File: config.mk
export PLATFORM = sky130hd
export DESIGN_NAME = dfs_supervisor
export DESIGN_NICKNAME = d
export VERILOG_FILES = /design/src/logic/dfs_supervisor.v
export VERILOG_INCLUDE_DIRS = /design/src /design/src/logic
export SDC_FILE = /design/constraint.sdc
export NUM_CORES = 1
export LEC_CHECK = 0
export BUFFER_PORTS_ARGS = -buffer_cell sky130_fd_sc_hd__buf_2
export CORE_UTILIZATION = 51
export DETAILED_ROUTE_END_ITERATION = 10
export GPL_TIMING_DRIVEN = 0
export PLACE_DENSITY = 0.79
export SETUP_SLACK_MARGIN = 0.15
export SYNTH_ARGS = -nofsm -noshare
export SYNTH_HDL_FRONTEND = slang
export SYNTH_SLANG_ARGS = --single-unit
File: constraint.sdc
create_clock -name aclk -period 6.6 [get_ports aclk]
set_clock_uncertainty 0.1 [all_clocks]
set_input_delay 0.99 -clock aclk [delete_from_list [all_inputs] [get_ports aclk]]
set_output_delay 0.99 -clock aclk [all_outputs]
set_load 0.005 [all_outputs]
File: src/logic/dfs_consts.vh
// constants for the drive fault supervisor: register map, fault codes,
// field positions and timing; assumes inclusion by its bare name.
//
// Summary of operation
// [RULE_01] External trip request latches alarm-stop, inhibits output, relay, external code.
// [RULE_02] Estimated switch transistor temperature above threshold trips with overload code.
// [RULE_03] Thermal select 1 applies general-purpose motor characteristic at all frequencies.
// [RULE_04] Thermal select 2 applies inverter-duty motor characteristic at all frequencies.
// [RULE_05] Thermal trip level and time constant come from their own settings.
// [RULE_06] Second motor selected: use second motor's select, level, time constant.
// [RULE_07] Sensor overtemperature with sensor protection on inhibits output, sensor code.
// [RULE_08] Early warning output when thermal estimate reaches preset level below trip.
// [RULE_09] Over-limit current while accelerating or steady limits current, no alarm.
// [RULE_10] Any alarm stop closes the alarm relay contact.
// [RULE_11] Alarm-stop clears only by keypad reset key or alarm reset input.
// [RULE_12] Keep history of the last 4 alarms with detail data, readable.
// [RULE_13] Memory check failure after power-on or write stops with memory code.
// [RULE_14] Keypad link error while keypad operated stops with keypad-link code.
// [RULE_15] Processor or support logic error stops with processor code.
// [RULE_16] Alarm-stop stays latched with code held until a valid reset.
`ifndef DFS_CONSTS_VH
`define DFS_CONSTS_VH

// ****************************************
// register byte offsets
// ****************************************
`define DFS_REG_CTRL 8'h00
`define DFS_REG_THRESH 8'h04
`define DFS_REG_THERM1 8'h08
`define DFS_REG_THERM2 8'h0C
`define DFS_REG_STATUS 8'h10
`define DFS_REG_FAULT 8'h14
`define DFS_REG_IRQ_STAT 8'h18
`define DFS_REG_IRQ_EN 8'h1C
`define DFS_REG_IRQ_CLR 8'h20
`define DFS_REG_HIST0 8'h24
`define DFS_REG_HIST_LAST 8'h30
`define DFS_REG_EST 8'h34

// ****************************************
// fault codes
// ****************************************
`define DFS_CODE_NONE 4'h0
`define DFS_CODE_OVERLOAD 4'h1
`define DFS_CODE_EXT 4'h2
`define DFS_CODE_THERM1 4'h3
`define DFS_CODE_THERM2 4'h4
`define DFS_CODE_SENSOR 4'h5
`define DFS_CODE_MEM 4'h6
`define DFS_CODE_KEYPAD 4'h7
`define DFS_CODE_CPU 4'h8

// ****************************************
// control register fields
// ****************************************
`define DFS_CTRL_SENSOR_EN 0
`define DFS_CTRL_KEYPAD_OP 1
`define DFS_CTRL_SOFT_RST 2
`define DFS_THERM_SEL_LO 0
`define DFS_THERM_SEL_HI 1
`define DFS_THERM_LVL_LO 8
`define DFS_THERM_LVL_HI 23
`define DFS_THERM_TC_LO 24
`define DFS_THERM_TC_HI 31
`define DFS_SEL_GENERAL 2'h1
`define DFS_SEL_INVDUTY 2'h2

// ****************************************
// interrupt bits
// ****************************************
`define DFS_IRQ_TRIP 0
`define DFS_IRQ_WARN 1
`define DFS_IRQ_LIMIT 2
`define DFS_IRQ_W 3

// ****************************************
// timing: thermal estimate tick
// ****************************************
`define DFS_TICK_NS 1000
`define DFS_CLK_NS 8
`define DFS_TICK_CYC (`DFS_TICK_NS / `DFS_CLK_NS)
`define DFS_WARN_SHIFT 3
`define DFS_DECAY_SHIFT 4

`endif

File: src/logic/dfs_supervisor.v
// drive fault supervisor: latches trip causes into an alarm-stop state
// with output inhibit, relay, fault code, history and interrupts.
// assumes one 125 MHz clock, synchronous inputs, an AXI4-Lite master.
`timescale 1ns/1ns
`default_nettype none
`include "dfs_consts.vh"

module dfs_supervisor #(
   parameter CUR_W = 16,
   parameter HIST_N = 4
) (
   input wire aclk,
   input wire aresetn,
   // axi4-lite slave
   input wire [7:0] s_axi_awaddr,
   input wire s_axi_awvalid,
   output wire s_axi_awready,
   input wire [31:0] s_axi_wdata,
   input wire [3:0] s_axi_wstrb,
   input wire s_axi_wvalid,
   output wire s_axi_wready,
   output reg [1:0] s_axi_bresp,
   output reg s_axi_bvalid,
   input wire s_axi_bready,
   input wire [7:0] s_axi_araddr,
   input wire s_axi_arvalid,
   output wire s_axi_arready,
   output reg [31:0] s_axi_rdata,
   output reg [1:0] s_axi_rresp,
   output reg s_axi_rvalid,
   input wire s_axi_rready,
   // power stage and sensor side
   input wire external_trip_request,
   input wire [CUR_W-1:0] output_current,
   input wire [CUR_W-1:0] switch_temp_est,
   input wire [CUR_W-1:0] current_limit_level,
   input wire accel_or_steady,
   input wire sensor_overtemp,
   input wire motor2_select,
   input wire mem_check_fail,
   input wire keypad_link_error,
   input wire cpu_error,
   // operator side
   input wire keypad_reset_key,
   input wire alarm_reset_in,
   output reg output_inhibit,
   output reg alarm_relay,
   output reg [3:0] fault_code,
   output reg early_warning,
   output reg current_limit,
   output wire irq
);

   // ****************************************
   // register state
   // ****************************************
   reg [31:0] ctrl_q;
   reg [CUR_W-1:0] thresh_q;
   reg [31:0] therm1_q;
   reg [31:0] therm2_q;
   reg [`DFS_IRQ_W-1:0] irq_stat_q;
   reg [`DFS_IRQ_W-1:0] irq_en_q;
   reg [31:0] hist_q [0:HIST_N-1];
   reg [31:0] est_q;
   reg [15:0] tick_q;
   reg [7:0] tc_cnt_q;
   reg aw_got_q;
   reg w_got_q;
   reg [7:0] awaddr_q;
   reg [31:0] wdata_q;
   reg [3:0] wstrb_q;
   integer i;

   // decode a register byte offset to its word number
   function [3:0] dfs_word;
      input [7:0] addr;
      begin
         dfs_word = addr[5:2];
      end
   endfunction

   // ****************************************
   // active motor thermal settings
   // ****************************************
   wire [31:0] therm_act = motor2_select ? therm2_q : therm1_q; // [RULE_06]
   wire [1:0] therm_sel = therm_act[`DFS_THERM_SEL_HI:`DFS_THERM_SEL_LO];
   wire [15:0] therm_lvl = therm_act[`DFS_THERM_LVL_HI:`DFS_THERM_LVL_LO];
   wire [7:0] therm_tc = therm_act[`DFS_THERM_TC_HI:`DFS_THERM_TC_LO];
   wire [31:0] lvl_ext = {16'h0000, therm_lvl};
   // general-purpose and inverter-duty models share the integrator here
   wire therm_on = (therm_sel == `DFS_SEL_GENERAL) ||
      (therm_sel == `DFS_SEL_INVDUTY); // [RULE_03] [RULE_04]
   wire [31:0] cur_ext = {{(32-CUR_W){1'b0}}, output_current};
   wire therm_trip = therm_on && (est_q >= lvl_ext); // [RULE_05]
   wire warn_now = therm_on &&
      (est_q >= (lvl_ext - (lvl_ext >> `DFS_WARN_SHIFT))); // [RULE_08]

   // ****************************************
   // trip cause priority
   // ****************************************
   reg [3:0] cause;
   always @* begin
      cause = `DFS_CODE_NONE;
      if (cpu_error)
         cause = `DFS_CODE_CPU; // [RULE_15]
      else if (mem_check_fail)
         cause = `DFS_CODE_MEM; // [RULE_13]
      else if (keypad_link_error && ctrl_q[`DFS_CTRL_KEYPAD_OP])
         cause = `DFS_CODE_KEYPAD; // [RULE_14]
      else if (switch_temp_est > thresh_q)
         cause = `DFS_CODE_OVERLOAD; // [RULE_02]
      else if (external_trip_request)
         cause = `DFS_CODE_EXT; // [RULE_01]
      else if (sensor_overtemp && ctrl_q[`DFS_CTRL_SENSOR_EN])
         cause = `DFS_CODE_SENSOR; // [RULE_07]
      else if (therm_trip)
         cause = motor2_select ? `DFS_CODE_THERM2 : `DFS_CODE_THERM1;
   end

   wire reset_evt = keypad_reset_key || alarm_reset_in; // [RULE_11]
   wire trip_new = (cause != `DFS_CODE_NONE) && !alarm_relay;
   wire limit_now = accel_or_steady && !alarm_relay &&
      (output_current > current_limit_level); // [RULE_09]

   // ****************************************
   // alarm-stop latch and history
   // ****************************************
   always @(posedge aclk) begin
      if (!aresetn) begin
         output_inhibit <= 1'b0;
         alarm_relay <= 1'b0;
         fault_code <= `DFS_CODE_NONE;
         for (i = 0; i < HIST_N; i = i + 1)
            hist_q[i] <= 32'h00000000;
      end else if (alarm_relay) begin
         // held even if the cause clears
         if (reset_evt && cause == `DFS_CODE_NONE) begin // [RULE_16]
            output_inhibit <= 1'b0;
            alarm_relay <= 1'b0;
            fault_code <= `DFS_CODE_NONE; // [RULE_11]
         end
      end else if (trip_new) begin
         output_inhibit <= 1'b1;
         alarm_relay <= 1'b1; // [RULE_10]
         fault_code <= cause;
         for (i = HIST_N - 1; i > 0; i = i - 1)
            hist_q[i] <= hist_q[i-1];
         hist_q[0] <= {cause, 4'h0, output_current[15:0],
            est_q[7:0]}; // [RULE_12]
      end
   end

   // ****************************************
   // thermal estimate and warnings
   // ****************************************
   always @(posedge aclk) begin
      if (!aresetn) begin
         est_q <= 32'h00000000;
         tick_q <= 16'h0000;
         tc_cnt_q <= 8'h00;
         early_warning <= 1'b0;
         current_limit <= 1'b0;
      end else begin
         early_warning <= warn_now; // [RULE_08]
         current_limit <= limit_now; // [RULE_09]
         if (tick_q == `DFS_TICK_CYC - 1) begin
            tick_q <= 16'h0000;
            if (tc_cnt_q >= therm_tc) begin
               tc_cnt_q <= 8'h00;
               // heat in by current, decay by 1/16
               est_q <= est_q - (est_q >> `DFS_DECAY_SHIFT) +
                  (cur_ext >> `DFS_DECAY_SHIFT); // [RULE_05]
            end else begin
               tc_cnt_q <= tc_cnt_q + 8'h01;
            end
         end else begin
            tick_q <= tick_q + 16'h0001;
         end
      end
   end

   // ****************************************
   // interrupt status, enable, clear
   // ****************************************
   wire [`DFS_IRQ_W-1:0] irq_evt = {limit_now && !current_limit,
      warn_now && !early_warning, trip_new};
   wire wr_fire = aw_got_q && w_got_q && !s_axi_bvalid;
   wire [3:0] wr_word = dfs_word(awaddr_q);
   wire [`DFS_IRQ_W-1:0] irq_clr = (wr_fire &&
      wr_word == dfs_word(`DFS_REG_IRQ_CLR)) ?
      wdata_q[`DFS_IRQ_W-1:0] : {`DFS_IRQ_W{1'b0}};
   assign irq = |(irq_stat_q & irq_en_q);

   // set wins over clear
   always @(posedge aclk) begin
      if (!aresetn)
         irq_stat_q <= {`DFS_IRQ_W{1'b0}};
      else
         irq_stat_q <= (irq_stat_q & ~irq_clr) | irq_evt;
   end

   // ****************************************
   // axi4-lite write channel
   // ****************************************
   assign s_axi_awready = !aw_got_q && !s_axi_bvalid;
   assign s_axi_wready = !w_got_q && !s_axi_bvalid;

   always @(posedge aclk) begin
      if (!aresetn) begin
         aw_got_q <= 1'b0;
         w_got_q <= 1'b0;
         awaddr_q <= 8'h00;
         wdata_q <= 32'h00000000;
         wstrb_q <= 4'h0;
         s_axi_bvalid <= 1'b0;
         s_axi_bresp <= 2'h0;
         ctrl_q <= 32'h00000000;
         thresh_q <= {CUR_W{1'b1}};
         therm1_q <= 32'h00000000;
         therm2_q <= 32'h00000000;
         irq_en_q <= {`DFS_IRQ_W{1'b0}};
      end else begin
         if (s_axi_awvalid && s_axi_awready) begin
            aw_got_q <= 1'b1;
            awaddr_q <= s_axi_awaddr;
         end
         if (s_axi_wvalid && s_axi_wready) begin
            w_got_q <= 1'b1;
            wdata_q <= s_axi_wdata;
            wstrb_q <= s_axi_wstrb;
         end
         if (s_axi_bvalid && s_axi_bready)
            s_axi_bvalid <= 1'b0;
         if (wr_fire) begin
            aw_got_q <= 1'b0;
            w_got_q <= 1'b0;
            s_axi_bvalid <= 1'b1;
            s_axi_bresp <= 2'h0;
            case (wr_word)
               dfs_word(`DFS_REG_CTRL): ctrl_q <= wdata_q;
               dfs_word(`DFS_REG_THRESH): thresh_q <= wdata_q[CUR_W-1:0];
               dfs_word(`DFS_REG_THERM1): therm1_q <= wdata_q;
               dfs_word(`DFS_REG_THERM2): therm2_q <= wdata_q;
               dfs_word(`DFS_REG_IRQ_EN):
                  irq_en_q <= wdata_q[`DFS_IRQ_W-1:0];
               dfs_word(`DFS_REG_IRQ_CLR): ;
               default: s_axi_bresp <= 2'h2;
            endcase
         end
      end
   end

   // ****************************************
   // axi4-lite read channel
   // ****************************************
   assign s_axi_arready = !s_axi_rvalid;
   wire [3:0] rd_word = dfs_word(s_axi_araddr);
   wire [3:0] hist_idx = rd_word - dfs_word(`DFS_REG_HIST0);

   always @(posedge aclk) begin
      if (!aresetn) begin
         s_axi_rvalid <= 1'b0;
         s_axi_rdata <= 32'h00000000;
         s_axi_rresp <= 2'h0;
      end else if (s_axi_arvalid && s_axi_arready) begin
         s_axi_rvalid <= 1'b1;
         s_axi_rresp <= 2'h0;
         if (rd_word >= dfs_word(`DFS_REG_HIST0) &&
            rd_word <= dfs_word(`DFS_REG_HIST_LAST))
            s_axi_rdata <= hist_q[hist_idx[1:0]]; // [RULE_12]
         else begin
            case (rd_word)
               dfs_word(`DFS_REG_CTRL): s_axi_rdata <= ctrl_q;
               dfs_word(`DFS_REG_THRESH):
                  s_axi_rdata <= {{(32-CUR_W){1'b0}}, thresh_q};
               dfs_word(`DFS_REG_THERM1): s_axi_rdata <= therm1_q;
               dfs_word(`DFS_REG_THERM2): s_axi_rdata <= therm2_q;
               dfs_word(`DFS_REG_STATUS):
                  s_axi_rdata <= {27'h0, current_limit,
                     early_warning, alarm_relay, output_inhibit, irq};
               dfs_word(`DFS_REG_FAULT):
                  s_axi_rdata <= {28'h0000000, fault_code};
               dfs_word(`DFS_REG_IRQ_STAT):
                  s_axi_rdata <= {29'h0, irq_stat_q};
               dfs_word(`DFS_REG_IRQ_EN):
                  s_axi_rdata <= {29'h0, irq_en_q};
               dfs_word(`DFS_REG_EST): s_axi_rdata <= est_q;
               dfs_word(`DFS_REG_IRQ_CLR): s_axi_rdata <= 32'h00000000;
               default: begin
                  s_axi_rdata <= 32'h00000000;
                  s_axi_rresp <= 2'h2;
               end
            endcase
         end
      end else if (s_axi_rvalid && s_axi_rready) begin
         s_axi_rvalid <= 1'b0;
      end
   end

endmodule // dfs_supervisor
`default_nettype wire

==> results.ini <==
[global_route]
grt_pass1_vias=17600
grt_usage_pct=30.3
grt_pass1_wl_um=97400
overflow=0
grt_max_degree=77
antenna_found_initial=1

[clocking]
clock_latency_ps=550
htree_levels=2
cts_max_path_buffers=3
ctsHoldBuffers=0
cts_root_buf=clkbuf_16
cts_buffers=38
clock-sinks=368
tritoncts=built
clk_pin_slew_ps=60

[synthesis]
avgSynthCellArea_sq_um=9.29
async_flop_share_pct=0
synth_edf_count=112
syn-cell-area_sq_um=20700
yosysWarnings=0
synth_cell_types=70
synth_seq_area_share_pct=41.1
syn_inst=2225
synthFlopType=dfxtp_1
ys_ff_latch=368

[setup_path]
crit_start=motor2_select
path_class=input port to flip-flop
critPathTopFamily=compound AO/OA/AOI/OAI gates
required_ps=6900
crit_buf_inv=4
arrival_ps=6630
path_cells=buf_2 > clkbuf_4 > mux2i_1 > inv_1 > ha_1 > fa_1 > nor2b_1 > o21ai_0 > a21oi_1 > o21ai_0 > nand2b_1 > a311oi_2 > o2111ai_1 > nand2_1 > o211ai_1 > buf_4 > ha_1 > nand4_1 > or3_1 > nor4_1 > o311ai_0 > o31ai_1
reg2reg_to=irq_stat_q[1]
ff2ff_path_depth=20
cpPeakStageDelay_ps=500
cp-end-kind=flip-flop
crit_slowest_cell=o31ai_1
r2r-start=therm2_q[11]
crit_fanout=11
worstSetupStartpointType=input port
r2r_setup_slack_ps=1160

[routing]
routedWlPerCell_um=21.3
first_pass_iters=7
wirelength_um=63200
remaining_drc_errors=0
via_per_inst=6.13
num_vias=18200
drt_iter0_drc=2184
ant_nets=0

[sta]
layout_min_cycle_time_ps=6320
rsz0062_at_grt=false
slew_headroom_pct=19.0
final-hold-violation-count=0
worst_pin_slew_ps=1220
finalCritPeriodShare_pct=95.8
timing.fmax_mhz=158
finalMaxSlewViolations=0
whs_ps=357
layout_setup_ws_ps=278
tns_ps=0
setup-violations-final=0

[layout]
stdcell_count=2973
area_growth_pct=13.3
final_util_pct=58.8
drive_above_1_share_pct=10.5
layout_commonest_cell=nand2_1
final_nets=2710
final_cell_mix=382 x nand2_1, 256 x dfxtp_1, 160 x ha_1
fin_area_sq_um=23400
diodes=0
final.fill_count=3325

[floorplanning]
initial_core_util_pct=51.9
ios=166
die_area_sq_um=41300
die_w_um=203
rows=73
die_y_um=203
core_area_sq_um=39800

[place]
gp_congestion=0.949
placedCellCount=2903
pre_cts_ws_ps=-1490
place_hpwl_um=47900
portBuffers=151
place_area_sq_um=22100

[pwr]
power_density_nw_per_um2=224
power_mw=5.24
vdd.ir_drop.worst_mv=0.149
p_leak_nw=10.3

[min_path]
hold_path_class=flip-flop to flip-flop
hold-path-endpoint=tick_q[0]
min_delay_path_depth=1
min_from=tick_q[0]

[outcome]
status=complete, no violations

[flow_run]
cap_viol_max_count=0

## report_power, final
part           switching, mW  internal, mW  leakage, nW
Combinational          0.328         0.220         6.34
Sequential            0.0722          2.43         3.32
Clock                  0.908          1.28        0.619
Total                   1.31          3.93         10.3
## flip-flops by register name, summed over array words and instances (netlist names), 16 cells and up
| name | flops |
|---|---|
| hist_q | 112 |
| ctrl_q | 32 |
| est_q | 32 |
| s_axi_rdata | 32 |
| therm1_q | 32 |
| therm2_q | 32 |
| wdata_q | 32 |
| thresh_q | 16 |
| tick_q | 16 |
## worst reg2reg max path, stage by stage (launching register included)
cell and delay, ps:
dfxtp_1 340, mux2i_1 300, inv_1 140, ha_1 250
fa_1 410, nor2b_1 130, o21ai_0 120, a21oi_1 210
o21ai_0 100, nand2b_1 140, a311oi_2 160, o2111ai_1 300
nand2_1 150, o211ai_1 330, buf_4 240, ha_1 140
nand4_1 80, or3_1 420, nor4_1 380, o311ai_0 370
o31ai_1 500
## synth_stat cells, types with 14 or more instances
cell      number  area [sq um]
o21ai_0       49           245
ha_1         160          2000
nor2_1        63           236
dfxtp_1      256          5120
xor2_1        34           298
nand2_1      382          1430
mux4_2        28           631
nor3_1        25           125
clkbuf_1     114           428
mux2i_1       36           360
nor2b_1       32           200
inv_1        135           507
and2_1        20           125
a21o_1        41           308
o211a_1       34           340
edfxtp_1     112          3360
nand2b_1      26           163
a222oi_1      14           140
nand3_1       32           160
a22oi_1       41           308
a21boi_0     146          1100
xnor2_1       25           219
and3_1       119           744
a21oi_1      114           571
o211ai_1      25           188
## per-layer routing
| layer | part of all wire [%] | up-vias | track usage (%) |
|---|---|---|---|
| li1 | - | 8333 | - |
| met1 | 41 | 8783 | 39.4 |
| met2 | 46 | 915 | 49.4 |
| met3 | 7.8 | 197 | 4.06 |
| met4 | 5.4 | 2 | 15.5 |
| met5 | 0.016 | - | 0 |
## timing repair
action                     CTS  global route
setup endpoints to repair    2             1
setup buffers                4             0
pin swaps                    1             0
resized for setup            1             2
## cell families after synthesis
group,synth area share (%)
compound gates,18.7
xor+xnor,2.50
fa+ha+maj,10.9
buf+inv,4.91
flops,41.1
mux,4.85
other cells,0.0181
simple gates,17.0
## how the worst max path moves through the flow
| stage | endpoint | depth (start not counted) |
|---|---|---|
| after floorplan | irq_stat_q[1] | 25 |
| after global placement | irq_stat_q[1] | 24 |
| after detailed placement | irq_stat_q[1] | 24 |
| after CTS | irq_stat_q[1] | 24 |
| after global routing | irq_stat_q[1] | 25 |
| final | irq_stat_q[1] | 22 |
## cell type report
class                      count  area, sq um  area share (%)
buffer                       129          507            2.16
clock buffer                  51         1130            4.84
clock inverter                16          135           0.577
inverter                     136          510            2.18
multi-input combinational   1592        11200            47.7
sequential                   368         8490            36.2
tap                          525          657            2.80
timing repair buffer         156          813            3.47
(Power assumes the default switching activity.)
